`src/rtl/ocl_pkg.sv`:
```
// Purpose: Shared constants for the option configuration loader
// Assumes: 100 MHz hclk, AHB-Lite register access, word index = byte addr/4
// Notes:   Option bytes are nonvolatile; active copies load at reset
package ocl_pkg;

    // ------------------------------------------------------------
    // Register word indices (byte address is four times the index)
    // ------------------------------------------------------------
    localparam int IDX_W = 14;
    localparam logic [13:0] IDX_PROGRAM_CONTROL = 14'h001c;
    localparam logic [13:0] IDX_OPTION_BYTE_TWO = 14'h1eff;
    localparam logic [13:0] IDX_OPTION_BYTE_ONE = 14'h1f00;
    localparam logic [13:0] IDX_ACTIVE_OPTIONS = 14'h0020;
    localparam logic [13:0] IDX_WATCHDOG_SERVICE = 14'h0021;
    localparam logic [13:0] IDX_LOADER_STATUS = 14'h0022;

    // ------------------------------------------------------------
    // Field positions
    // ------------------------------------------------------------
    localparam int PC_VOLTAGE_BIT = 0;
    localparam int PC_LATCH_BIT = 2;
    localparam int OPT_WATCHDOG_BIT = 0;
    localparam int OPT_LEVEL_BIT = 1;
    localparam int OPT_LSB_FIRST_BIT = 2;
    localparam int OPT_RATE_LOW_BIT = 3;
    localparam int OPT_RATE_HIGH_BIT = 4;
    localparam int OPT_STOP_OSC_BIT = 5;
    localparam int OPT_SECURE_BIT = 6;
    localparam int ST_LOADED_BIT = 0;
    localparam int ST_PENDING_BIT = 1;
    localparam int ST_BUSY_BIT = 2;
    localparam int ST_HALT_BIT = 3;
    localparam int ST_STOP_BIT = 4;

    // ------------------------------------------------------------
    // Reset values and encodings
    // ------------------------------------------------------------
    localparam logic [7:0] OPT_ERASED = 8'h00;
    localparam logic [31:0] WORD_ZERO = 32'h0000_0000;
    localparam logic [1:0] HTRANS_NONSEQ = 2'h2;
    localparam logic [6:0] DIV_RATE_00 = 7'h40;
    localparam logic [6:0] DIV_RATE_01 = 7'h20;
    localparam logic [6:0] DIV_RATE_10 = 7'h10;
    localparam logic [6:0] DIV_RATE_11 = 7'h08;

    typedef enum logic [1:0] {
        OCL_RUN = 2'b00,
        OCL_HALT = 2'b01,
        OCL_STOP = 2'b10
    } ocl_pwr_e;

    // ------------------------------------------------------------
    // Timing
    // ------------------------------------------------------------
    localparam int CLK_PERIOD_NS = 10;
    localparam int PROGRAM_TIME_NS = 4000000;
    localparam int PROGRAM_CYCLES =
        (PROGRAM_TIME_NS + CLK_PERIOD_NS - 1) / CLK_PERIOD_NS;
    localparam int WATCHDOG_CYCLES = 65536;

endpackage : ocl_pkg

```
`src/rtl/ocl_irq_sense.sv`:
```
// Purpose: Active-low interrupt input sensing, edge or edge-and-level
// Assumes: Pins are synchronous to hclk
// Notes:   One request flop per pin, disabled pins never request
`timescale 1ns/1ps
module ocl_irq_sense #(
    parameter int WIDTH = 1
) (
    input wire logic hclk,
    input wire logic hresetn,
    input wire logic [WIDTH-1:0] pin_n,
    input wire logic [WIDTH-1:0] enable,
    input wire logic level_mode,
    output logic [WIDTH-1:0] req
);

    typedef struct packed {
        logic [WIDTH-1:0] prev_n;
        logic [WIDTH-1:0] req;
    } ocl_irq_s;

    ocl_irq_s st_q;
    ocl_irq_s st_d;
    logic [WIDTH-1:0] hit;

    genvar gi;
    generate
        for (gi = 0; gi < WIDTH; gi++) begin : g_pin
            // Edge always counts; a held low only when level mode is on
            assign hit[gi] = enable[gi] &
                ((st_q.prev_n[gi] & ~pin_n[gi]) |
                 (level_mode & ~pin_n[gi]));
        end
    endgenerate

    always_comb begin
        st_d = st_q;
        st_d.prev_n = pin_n;
        st_d.req = hit;
    end

    always_ff @(posedge hclk or negedge hresetn) begin
        if (!hresetn) begin
            st_q <= '{prev_n: '1, req: '0};
        end else begin
            st_q <= st_d;
        end
    end

    assign req = st_q.req;

    property p_edge_only;
        @(posedge hclk) disable iff (!hresetn)
        (!level_mode && !pin_n[0] && !st_q.prev_n[0]) |=> !req[0];
    endproperty
    a_edge_only: assert property (p_edge_only)
        else $error("held low pin requested in edge mode");

    property p_level_low;
        @(posedge hclk) disable iff (!hresetn)
        (level_mode && enable[0] && !pin_n[0]) |=> req[0];
    endproperty
    a_level_low: assert property (p_level_low)
        else $error("low level missed in level mode");

endmodule : ocl_irq_sense

```
`src/rtl/ocl_nv_store.sv`:
```
// Purpose: Two-byte nonvolatile option store with timed programming
// Assumes: Erased bytes read zero; programming only sets bits
// Notes:   Stored bytes survive hresetn; only the erase input clears them
`timescale 1ns/1ps
module ocl_nv_store #(
    parameter int PROG_CYCLES = ocl_pkg::PROGRAM_CYCLES
) (
    input wire logic hclk,
    input wire logic hresetn,
    input wire logic nv_erase,
    input wire logic capture,
    input wire logic capture_sel_two,
    input wire logic [7:0] capture_data,
    input wire logic latch_on,
    input wire logic prog_on,
    output logic [7:0] byte_one,
    output logic [7:0] byte_two,
    output logic pending,
    output logic busy
);

    typedef struct packed {
        logic [7:0] mem_one;
        logic [7:0] mem_two;
        logic pend_v;
        logic pend_two;
        logic [7:0] pend_data;
        logic [31:0] cnt;
        logic done;
    } ocl_nv_s;

    ocl_nv_s st_q;
    ocl_nv_s st_d;

    always_comb begin
        st_d = st_q;
        if (!latch_on) begin
            st_d.pend_v = 1'b0;
        end else if (capture) begin
            st_d.pend_v = 1'b1;
            st_d.pend_two = capture_sel_two;
            st_d.pend_data = capture_data;
        end
        // Only a held programming pulse of full length commits a byte
        if (!prog_on || !st_q.pend_v) begin
            st_d.cnt = '0;
            st_d.done = 1'b0;
        end else if (!st_q.done) begin
            if (st_q.cnt == 32'(PROG_CYCLES - 1)) begin
                st_d.done = 1'b1;
                st_d.cnt = '0;
                if (st_q.pend_two) begin
                    st_d.mem_two = st_q.mem_two | st_q.pend_data;
                end else begin
                    st_d.mem_one = st_q.mem_one | st_q.pend_data;
                end
            end else begin
                st_d.cnt = st_q.cnt + 32'h0000_0001;
            end
        end
        if (nv_erase) begin
            st_d.mem_one = ocl_pkg::OPT_ERASED;
            st_d.mem_two = ocl_pkg::OPT_ERASED;
        end
    end

    // Array bits take no reset: they must outlive every device reset
    always_ff @(posedge hclk or negedge hresetn) begin
        if (!hresetn) begin
            st_q.pend_v <= 1'b0;
            st_q.pend_two <= 1'b0;
            st_q.pend_data <= ocl_pkg::OPT_ERASED;
            st_q.cnt <= '0;
            st_q.done <= 1'b0;
        end else begin
            st_q <= st_d;
        end
    end

    // Bytes read erased while erase is on, so a power-up load sees no unknowns
    assign byte_one = nv_erase ? ocl_pkg::OPT_ERASED : st_q.mem_one;
    assign byte_two = nv_erase ? ocl_pkg::OPT_ERASED : st_q.mem_two;
    assign pending = st_q.pend_v;
    assign busy = prog_on & st_q.pend_v & ~st_q.done;

    property p_commit_time;
        @(posedge hclk) disable iff (!hresetn)
        $rose(st_q.done) |-> $past(st_q.cnt) == 32'(PROG_CYCLES - 1);
    endproperty
    a_commit_time: assert property (p_commit_time)
        else $error("option byte committed before program time");

    property p_mem_hold;
        @(posedge hclk) disable iff (!hresetn)
        (!$past(prog_on) && !$past(nv_erase)) |->
            ($stable(st_q.mem_one) && $stable(st_q.mem_two));
    endproperty
    a_mem_hold: assert property (p_mem_hold)
        else $error("option store changed without programming");

endmodule : ocl_nv_store

```
`src/rtl/ocl_top.sv`:
```
// Purpose: Option configuration loader with AHB-Lite register access
// Assumes: Zero-wait AHB-Lite slave, word accesses, synchronous pins
// Notes:   Active options change only by a reset; store by programming or erase
//
// Behaviour
// - Enabled watchdog resets device on timeout while the pin is normal.
// - Watchdog option clear disables watchdog regardless of pin voltage.
// - Sensitivity clear: interrupt pin reacts to falling edges only.
// - Sensitivity set: interrupt pin reacts to falling edge and low level.
// - Bit-order option set shifts serial data LSB first, else MSB first.
// - Rate codes 00..11 divide the oscillator by 64, 32, 16, 8.
// - Stop-behaviour set: stop keeps oscillator running, enters halt.
// - Stop-behaviour clear: stop halts oscillator, enters stop mode.
// - Security option set locks program memory against read-out.
// - Each port A option bit enables its pin's pull-up and interrupt.
// - Port A interrupts use the same edge or level sensitivity.
// - Options live in two bytes of nonvolatile storage.
// - In bootloader mode every option bit is writable and readable; here option byte reads return 00 while the latch bit is set.
// - Newly programmed options take effect only after the next reset.
// - Option bytes sit at addresses 1EFF and 1F00; here these are word indices, so byte addresses 7BFC and 7C00.
// - Setting both bits leaves only latch; clearing latch clears voltage.
//
// Added by the designer: the AHB-Lite interface to the registers.
`timescale 1ns/1ps
module ocl_top #(
    parameter int PROG_CYCLES = ocl_pkg::PROGRAM_CYCLES,
    parameter int WATCHDOG_CYCLES = ocl_pkg::WATCHDOG_CYCLES
) (
    input wire logic hclk,
    input wire logic hresetn,
    input wire logic hsel,
    input wire logic [15:0] haddr,
    input wire logic [1:0] htrans,
    input wire logic hwrite,
    input wire logic [2:0] hsize,
    input wire logic [31:0] hwdata,
    input wire logic hready,
    output logic hreadyout,
    output logic hresp,
    output logic [31:0] hrdata,
    input wire logic boot_mode,
    input wire logic nv_erase,
    input wire logic programming_voltage_on,
    input wire logic irq_pin_in_logic_range,
    input wire logic irq_n,
    input wire logic [7:0] porta_n,
    input wire logic stop_exec,
    input wire logic wake_event,
    output logic watchdog_enable,
    output logic watchdog_reset_req,
    output logic ext_irq_req,
    output logic [7:0] porta_irq_req,
    output logic [7:0] porta_pullup_irq_enable,
    output logic serial_bit_order_select,
    output logic [6:0] serial_div_ratio,
    output logic serial_clk_tick,
    output logic osc_run,
    output logic halt_mode,
    output logic stop_mode,
    output logic readout_lock
);

    typedef struct packed {
        logic dph_v;
        logic dph_wr;
        logic [13:0] dph_idx;
        logic [31:0] rdata;
        logic program_latch_bit;
        logic program_voltage_bit;
        logic loaded;
        logic [7:0] opt_one;
        logic [7:0] opt_two;
        logic [31:0] wdog_cnt;
        logic wdog_fire;
        ocl_pkg::ocl_pwr_e pwr;
        logic [6:0] div_cnt;
        logic sclk_tick;
    } ocl_top_s;

    ocl_top_s st_q;
    ocl_top_s st_d;
    logic [7:0] nv_one;
    logic [7:0] nv_two;
    logic nv_pending;
    logic nv_busy;
    logic wr_en;
    logic nv_capture;
    logic [6:0] ratio;
    logic [7:0] rd_opt;

    // ------------------------------------------------------------
    // Option storage and interrupt sensing
    // ------------------------------------------------------------
    ocl_nv_store #(
        .PROG_CYCLES(PROG_CYCLES)
    ) u_store (
        .hclk(hclk),
        .hresetn(hresetn),
        .nv_erase(nv_erase),
        .capture(nv_capture),
        .capture_sel_two(st_q.dph_idx == ocl_pkg::IDX_OPTION_BYTE_TWO),
        .capture_data(hwdata[7:0]),
        .latch_on(st_q.program_latch_bit),
        .prog_on(st_q.program_voltage_bit & programming_voltage_on),
        .byte_one(nv_one),
        .byte_two(nv_two),
        .pending(nv_pending),
        .busy(nv_busy)
    );

    ocl_irq_sense #(
        .WIDTH(1)
    ) u_ext_irq (
        .hclk(hclk),
        .hresetn(hresetn),
        .pin_n(irq_n),
        .enable(1'b1),
        .level_mode(st_q.opt_one[ocl_pkg::OPT_LEVEL_BIT]),
        .req(ext_irq_req)
    );

    ocl_irq_sense #(
        .WIDTH(8)
    ) u_porta_irq (
        .hclk(hclk),
        .hresetn(hresetn),
        .pin_n(porta_n),
        .enable(st_q.opt_two),
        .level_mode(st_q.opt_one[ocl_pkg::OPT_LEVEL_BIT]),
        .req(porta_irq_req)
    );

    // ------------------------------------------------------------
    // Bus decode and register effects
    // ------------------------------------------------------------
    assign wr_en = st_q.dph_v & st_q.dph_wr;
    assign nv_capture = wr_en & boot_mode & st_q.program_latch_bit &
        ((st_q.dph_idx == ocl_pkg::IDX_OPTION_BYTE_ONE) |
         (st_q.dph_idx == ocl_pkg::IDX_OPTION_BYTE_TWO));

    always_comb begin
        case ({st_q.opt_one[ocl_pkg::OPT_RATE_HIGH_BIT],
               st_q.opt_one[ocl_pkg::OPT_RATE_LOW_BIT]})
            2'b00: ratio = ocl_pkg::DIV_RATE_00;
            2'b01: ratio = ocl_pkg::DIV_RATE_01;
            2'b10: ratio = ocl_pkg::DIV_RATE_10;
            2'b11: ratio = ocl_pkg::DIV_RATE_11;
            default: ratio = ocl_pkg::DIV_RATE_00;
        endcase
    end

    always_comb begin
        st_d = st_q;
        st_d.wdog_fire = 1'b0;
        st_d.sclk_tick = 1'b0;
        rd_opt = ocl_pkg::OPT_ERASED;

        // Control bits move only under bootloader mode
        if (wr_en && boot_mode &&
            st_q.dph_idx == ocl_pkg::IDX_PROGRAM_CONTROL) begin
            st_d.program_latch_bit = hwdata[ocl_pkg::PC_LATCH_BIT];
            st_d.program_voltage_bit = hwdata[ocl_pkg::PC_VOLTAGE_BIT] &
                hwdata[ocl_pkg::PC_LATCH_BIT] &
                st_q.program_latch_bit;
        end

        // One copy per reset; the store may be reprogrammed meanwhile
        if (!st_q.loaded) begin
            st_d.opt_one = nv_one;
            st_d.opt_two = nv_two;
            st_d.loaded = 1'b1;
        end

        if (!st_q.opt_one[ocl_pkg::OPT_WATCHDOG_BIT]) begin
            st_d.wdog_cnt = '0;
        end else if (wr_en &&
                     st_q.dph_idx == ocl_pkg::IDX_WATCHDOG_SERVICE) begin
            st_d.wdog_cnt = '0;
        end else if (irq_pin_in_logic_range) begin
            if (st_q.wdog_cnt == 32'(WATCHDOG_CYCLES - 1)) begin
                st_d.wdog_cnt = '0;
                st_d.wdog_fire = 1'b1;
            end else begin
                st_d.wdog_cnt = st_q.wdog_cnt + 32'h0000_0001;
            end
        end

        case (st_q.pwr)
            ocl_pkg::OCL_RUN: begin
                if (stop_exec) begin
                    if (st_q.opt_one[ocl_pkg::OPT_STOP_OSC_BIT]) begin
                        st_d.pwr = ocl_pkg::OCL_HALT;
                    end else begin
                        st_d.pwr = ocl_pkg::OCL_STOP;
                    end
                end
            end
            ocl_pkg::OCL_HALT, ocl_pkg::OCL_STOP: begin
                if (wake_event) begin
                    st_d.pwr = ocl_pkg::OCL_RUN;
                end
            end
            default: st_d.pwr = ocl_pkg::OCL_RUN;
        endcase

        if (st_q.div_cnt >= ratio - 7'h01) begin
            st_d.div_cnt = '0;
            st_d.sclk_tick = 1'b1;
        end else begin
            st_d.div_cnt = st_q.div_cnt + 7'h01;
        end

        // Address phase: capture and prepare read data from next state
        st_d.dph_v = hsel & hready & (htrans == ocl_pkg::HTRANS_NONSEQ);
        st_d.dph_wr = hwrite;
        st_d.dph_idx = haddr[15:2];
        if (st_d.program_latch_bit) begin
            rd_opt = ocl_pkg::OPT_ERASED;
        end else if (boot_mode) begin
            rd_opt = (haddr[15:2] == ocl_pkg::IDX_OPTION_BYTE_TWO) ?
                nv_two : nv_one;
        end else begin
            rd_opt = (haddr[15:2] == ocl_pkg::IDX_OPTION_BYTE_TWO) ?
                st_d.opt_two : st_d.opt_one;
        end
        st_d.rdata = ocl_pkg::WORD_ZERO;
        if (st_d.dph_v && !hwrite) begin
            case (haddr[15:2])
                ocl_pkg::IDX_PROGRAM_CONTROL: begin
                    st_d.rdata[ocl_pkg::PC_LATCH_BIT] =
                        st_d.program_latch_bit;
                    st_d.rdata[ocl_pkg::PC_VOLTAGE_BIT] =
                        st_d.program_voltage_bit;
                end
                ocl_pkg::IDX_OPTION_BYTE_ONE,
                ocl_pkg::IDX_OPTION_BYTE_TWO: st_d.rdata[7:0] = rd_opt;
                ocl_pkg::IDX_ACTIVE_OPTIONS: begin
                    st_d.rdata[15:0] = {st_d.opt_two, st_d.opt_one};
                end
                ocl_pkg::IDX_LOADER_STATUS: begin
                    st_d.rdata[ocl_pkg::ST_LOADED_BIT] = st_d.loaded;
                    st_d.rdata[ocl_pkg::ST_PENDING_BIT] = nv_pending;
                    st_d.rdata[ocl_pkg::ST_BUSY_BIT] = nv_busy;
                    st_d.rdata[ocl_pkg::ST_HALT_BIT] =
                        (st_d.pwr == ocl_pkg::OCL_HALT);
                    st_d.rdata[ocl_pkg::ST_STOP_BIT] =
                        (st_d.pwr == ocl_pkg::OCL_STOP);
                end
                default: st_d.rdata = ocl_pkg::WORD_ZERO;
            endcase
        end
    end

    always_ff @(posedge hclk or negedge hresetn) begin
        if (!hresetn) begin
            st_q <= '{
                dph_v: 1'b0, dph_wr: 1'b0, dph_idx: '0,
                rdata: ocl_pkg::WORD_ZERO,
                program_latch_bit: 1'b0, program_voltage_bit: 1'b0,
                loaded: 1'b0,
                opt_one: ocl_pkg::OPT_ERASED, opt_two: ocl_pkg::OPT_ERASED,
                wdog_cnt: '0, wdog_fire: 1'b0, pwr: ocl_pkg::OCL_RUN,
                div_cnt: '0, sclk_tick: 1'b0};
        end else begin
            st_q <= st_d;
        end
    end

    // ------------------------------------------------------------
    // Outputs
    // ------------------------------------------------------------
    assign hreadyout = 1'b1;
    assign hresp = 1'b0;
    assign hrdata = st_q.rdata;
    assign watchdog_enable = st_q.opt_one[ocl_pkg::OPT_WATCHDOG_BIT];
    assign watchdog_reset_req = st_q.wdog_fire;
    assign porta_pullup_irq_enable = st_q.opt_two;
    assign serial_bit_order_select =
        st_q.opt_one[ocl_pkg::OPT_LSB_FIRST_BIT];
    assign serial_div_ratio = ratio;
    assign serial_clk_tick = st_q.sclk_tick;
    assign osc_run = (st_q.pwr != ocl_pkg::OCL_STOP);
    assign halt_mode = (st_q.pwr == ocl_pkg::OCL_HALT);
    assign stop_mode = (st_q.pwr == ocl_pkg::OCL_STOP);
    assign readout_lock = st_q.opt_one[ocl_pkg::OPT_SECURE_BIT];

    // ------------------------------------------------------------
    // Checks
    // ------------------------------------------------------------
    property p_both_bits;
        @(posedge hclk) disable iff (!hresetn)
        (wr_en && boot_mode && !st_q.program_latch_bit &&
         st_q.dph_idx == ocl_pkg::IDX_PROGRAM_CONTROL &&
         hwdata[ocl_pkg::PC_LATCH_BIT] && hwdata[ocl_pkg::PC_VOLTAGE_BIT])
        |=> (st_q.program_latch_bit && !st_q.program_voltage_bit);
    endproperty
    a_both_bits: assert property (p_both_bits)
        else $error("latch and voltage set by one write");

    property p_voltage_needs_latch;
        @(posedge hclk) disable iff (!hresetn)
        !st_q.program_latch_bit |-> !st_q.program_voltage_bit;
    endproperty
    a_voltage_needs_latch: assert property (p_voltage_needs_latch)
        else $error("voltage bit set without latch bit");

    property p_wdog_off;
        @(posedge hclk) disable iff (!hresetn)
        !watchdog_enable |=> !watchdog_reset_req;
    endproperty
    a_wdog_off: assert property (p_wdog_off)
        else $error("disabled watchdog requested reset");

    property p_wdog_cause;
        @(posedge hclk) disable iff (!hresetn)
        watchdog_reset_req |->
            ($past(watchdog_enable) && $past(irq_pin_in_logic_range) &&
             $past(st_q.wdog_cnt) == 32'(WATCHDOG_CYCLES - 1));
    endproperty
    a_wdog_cause: assert property (p_wdog_cause)
        else $error("watchdog reset without timeout");

    property p_load;
        @(posedge hclk) disable iff (!hresetn)
        $rose(st_q.loaded) |->
            (st_q.opt_one == $past(nv_one) && st_q.opt_two == $past(nv_two));
    endproperty
    a_load: assert property (p_load)
        else $error("active options differ from store at load");

    property p_hold;
        @(posedge hclk) disable iff (!hresetn)
        $past(st_q.loaded) |->
            ($stable(st_q.opt_one) && $stable(st_q.opt_two));
    endproperty
    a_hold: assert property (p_hold)
        else $error("active options changed without reset");

    property p_halt;
        @(posedge hclk) disable iff (!hresetn)
        (stop_exec && st_q.pwr == ocl_pkg::OCL_RUN &&
         st_q.opt_one[ocl_pkg::OPT_STOP_OSC_BIT]) |=> (halt_mode && osc_run);
    endproperty
    a_halt: assert property (p_halt)
        else $error("stop did not enter halt with oscillator on");

    property p_stop;
        @(posedge hclk) disable iff (!hresetn)
        (stop_exec && st_q.pwr == ocl_pkg::OCL_RUN &&
         !st_q.opt_one[ocl_pkg::OPT_STOP_OSC_BIT]) |=> (stop_mode && !osc_run);
    endproperty
    a_stop: assert property (p_stop)
        else $error("stop did not halt the oscillator");

endmodule : ocl_top
```
`config.mk`:
```
export PLATFORM = sky130hd
export DESIGN_NAME = ocl_top
export DESIGN_NICKNAME = d
export VERILOG_FILES = /design/src/rtl/ocl_pkg.sv /design/src/rtl/ocl_irq_sense.sv /design/src/rtl/ocl_nv_store.sv /design/src/rtl/ocl_top.sv
export SDC_FILE = /design/constraint.sdc
export NUM_CORES = 1
export LEC_CHECK = 0
export BUFFER_PORTS_ARGS = -buffer_cell sky130_fd_sc_hd__buf_2
export CORE_MARGIN = 2
export CORE_UTILIZATION = 45
export DETAILED_ROUTE_END_ITERATION = 8
export PLACE_DENSITY = 0.66
export SLEW_MARGIN = 20
export SYNTH_ARGS = -nofsm -noshare
export SYNTH_HDL_FRONTEND = slang
export SYNTH_SLANG_ARGS = --single-unit
```
`constraint.sdc`:
```
create_clock -name hclk -period 2.3 [get_ports hclk]
set_input_delay 0.23 -clock hclk [delete_from_list [all_inputs] [get_ports hclk]]
set_output_delay 0.23 -clock hclk [all_outputs]
set_load 0.01 [all_outputs]
```
==> metrics.md <==
| Metric | Value |
|---|---|
| Outcome | `completed` |
| CP peak stage delay | `0.54 ns` |
| Met3 global-route usage | `3.88%` |
| Worst VDD drop | `0.501 mV` |
| CP delay by family, top | `buffers and inverters` |
| Worst path arrival time | `2.53 ns` |
| Hold Vio Cnt, Final | `0` |
| Drt drc | `0` |
| FP Rows | `50` |
| Number of global-route vias before repair | `6,118` |
| Synth Instances | `859` |
| DR vias/cell | `5.53` |
| Placed Area | `0.00902 mm²` |
| Worst Path Max Fanout | `12` |
| Hold Path Sink | `u_store.st_q[36]` |
| PwrDens | `700 mW/mm²` |
| Fin cells | `1,203` |
| Slowest CP cell | `dlygate4sd3_1` |
| Max Buffers Root-to-Sink | `2` |
| GRT overflow | `0` |
| Seq/Total Area, Yosys | `51.4%` |
| Fillers | `1,694` |
| Antenna violations before repair | `0` |
| Synth warn | `0` |
| R2R cell count | `6` |
| Dpl cells | `1,145` |
| Mux cell area share after synthesis | `3.55%` |
| TritonCTS Buffers | `17` |
| Fmax | `449 MHz` |
| FF-to-FF setup slack | `0.10 ns` |
| Synth Area in XOR/XNOR | `0.928%` |
| Worst-path clk slew | `0.07 ns` |
| Post-Synth Adder-Cell Area | `1.47%` |
| Clock Sinks | `171` |
| P_leak | `0.00439 µW` |
| DR vias | `6,658` |
| Most used DFF post-synth | `dfrtp_1` |
| Die ar. | `0.0200 mm²` |
| Ant. Diodes | `0` |
| Drt pass-1 iters | `6` |
| Largest net degree at the start of global routing | `63` |
| FFs w/ async S/R, synth | `90.6%` |
| Total length of routed wires | `19,100 µm` |
| Die outline width | `141 µm` |
| Hold WC Path Type | `primary input to register` |
| Layout Skew | `0.0112 ns` |
| Gr busiest metal | `met2` |
| Reg2reg start | `u_store.st_q[20]` |
| GRT Overall Usage | `19.6%` |
| Slew margin rel. | `37.7%` |
| Syn Area/Cell | `9.89 µm²` |
| Final setup violation count | `0` |
| Met1 GRT Util | `28.9%` |
| Type of element capturing the critical path | `register` |
| Crit path time final | `2.23 ns` |
| Cell variety after synth | `64` |
| Met2 Use GR | `29.6%` |
| Mapped cell area | `0.00850 mm²` |
| CTS tree | `yes` |
| Die Height | `141 µm` |
| GP Congestion | `0.789` |
| Critical path required time | `2.60 ns` |
| Worst Path Buf+Inv | `3` |
| Unrepaired setup endpoints after global routing | `true` |
| Initial Utilization | `45.6%` |
| Layout cells sized above 1 | `19.9%` |
| Worst-Skew Late Latency | `0.43 ns` |
| I/O pins | `139` |
| Post-synthesis register bit count | `171` |
| WL per Instance | `15.9 µm` |
| R2R Path End | `u_store.st_q[44]` |
| Slew at the pin with the worst max-slew slack | `0.932 ns` |
| Final period util | `96.8%` |
| Hold Crit Start | `hwdata[3]` |
| Root Driver | `clkbuf_16` |
| IO Port Bufs | `88` |
| Cell Chain, Critical Path | `dlygate4sd3_1 -> buf_2 -> nor4bb_1 -> and4b_2 -> buf_4 -> mux2i_1 -> o22ai_1 -> a22o_1` |
| Core Area | `0.0186 mm²` |
| Antenna-violating nets left | `0` |
| First-pass GRT wire length | `31,400 µm` |
| Initial drt markers | `536` |
| Area grow syn2layout | `16.6%` |
| Post-DP HPWL | `13,100 µm` |
| Maxcap violations | `0` |
| Compound-Gate Fraction of Synth Area | `13.5%` |
| Final nets | `1,039` |
| Post-Synth Simple-Gate Area | `21.1%` |
| Type of the worst setup path | `primary input to register` |
| H-tree levels | `4` |
| Worst hold path stage count | `2` |
| Largest family of logic cells by synthesized area | `simple AND/OR/NAND/NOR gates` |
| Slew Limit Fails | `0` |
| EDFF count, synth | `16` |
| Design area | `0.00990 mm²` |
| CP Launch Type | `primary input` |
-- timing repair --
action,4_1_cts,5_1_grt
gates resized for setup,0,5
hold buffers,24,0
endpoints found under the setup margin,0,21
setup buffers,0,2
hold endpoints to repair,68,0
-- registers in the layout, summed over array words and instances (netlist names), 8 cells and up --
| register | flops |
|---|---|
| st_q | 65 |
| u_porta_irq.req | 8 |
| porta_pullup_irq_enable | 8 |
| u_store.st_q | 58 |
| hrdata | 16 |
| u_porta_irq.st_q | 8 |
-- cells in the final DEF (no fill, tap or decap), types with 18 or more instances in the layout --
master,instances
mux2i_1,20
nand4_1,26
buf_2,87
dlygate4sd3_1,24
nand2_1,100
conb_1,22
nand3_1,34
nor3_1,19
a31oi_1,35
dfrtp_1,146
clkbuf_16,18
buf_4,35
o21ai_0,64
nor2_1,48
inv_1,21
a21oi_1,36
-- kinds of logic (layout without fill, tap and decap cells) --
family	Yosys count	count (layout)
xor+xnor	9	9
compound gates	191	191
other cells	2	22
buf+inv	113	203
fa+ha+maj	10	10
simple gates	334	334
flops	171	171
mux	29	29
-- Yosys cell counts, types with 3 or more instances --
cell type    n  area [µm²]
a31oi_1     35         219
o21a_1       4        30.0
edfxtp_1    16         480
buf_2       12        60.1
mux2i_1     20         200
nor2b_1      6        37.5
o21ai_0     64         320
and3_1      17         106
nor4bb_1     3        30.0
nand4_1     26         163
nor2_1      48         180
clkbuf_1    19        71.3
buf_4       58         435
inv_1       21        78.8
o22ai_1      8        50.1
and2_1      10        62.6
and4_1       6        52.6
ha_1        10         125
dfstp_2      9         236
xnor2_1      3        26.3
a21oi_1     36         180
xor2_1       6        52.6
nand4b_1     3        26.3
nor4_1       8        50.1
or2_2        3        18.8
nor4b_1      3        26.3
o2bb2ai_1    5        43.8
and4b_1      3        30.0
nand2_1    100         375
o31ai_1      5        37.5
mux2_2       9         101
or3_1       10        62.6
nor3b_1     12        90.1
dfrtp_1    146        3650
a41oi_1      4        35.0
nand3_1     34         170
o21ai_1      7        35.0
nand2b_1     5        31.3
nor3_1      20         100
a22o_1      14         123
-- where the power goes --
group,switching [µW],internal [µW]
combinational,389,283
clock,1200,1760
sequential,116,3190
total,1700,5230
-- routing by layer --
layer	vias to the layer above	wire length, µm
li1	3231	-
met1	3229	9400
met2	179	8600
met3	19	896
met4	0	225
met5	-	0
-- worst max path at each step --
stage / endpoint / slack (ns) / depth (start not counted) / from
final: hrdata[6] / 0.07 / 8 / haddr[15]
after global routing: hrdata[6] / -0.02 / 8 / haddr[10]
after CTS: u_store.st_q[44] / 0.04 / 6 / u_store.st_q[20]
after detailed placement: u_store.st_q[44] / 0.07 / 6 / u_store.st_q[20]
after global placement: u_store.st_q[43] / 0.10 / 5 / u_store.st_q[20]
after floorplan: st_q[12] / 0.29 / 7 / st_q[11]
-- per-stage QoR --
step | hold WS [ns] | utilization [%] | power (µW) | worst slack (ns) | setup TNS, ns
floorplan | -0.0656 | - | 3770 | 0.294 | 0
global placement | 0.217 | 48.4 | 3980 | 0.104 | 0
detailed placement | 0.223 | 48.4 | 4000 | 0.0665 | 0
CTS | 0.0237 | 52.9 | 7000 | 0.0435 | 0
global route | 0.0288 | 53.1 | 7230 | -0.0247 | -0.0442
finish | 0.0344 | 53.1 | 6930 | 0.0730 | 0
-- final cells by class --
type / count / area (µm²) / share of cell area [%]
Clock buffer: 24 / 503 / 5.08
Clock inverter: 8 / 108 / 1.09
Inverter: 21 / 78.8 / 0.796
Multi-Input combinational cell: 595 / 3550 / 35.8
Sequential cell: 171 / 4370 / 44.1
Tap cell: 234 / 293 / 2.96
Timing Repair Buffer: 150 / 1000 / 10.1
Power figures use the tool's default switching activity.
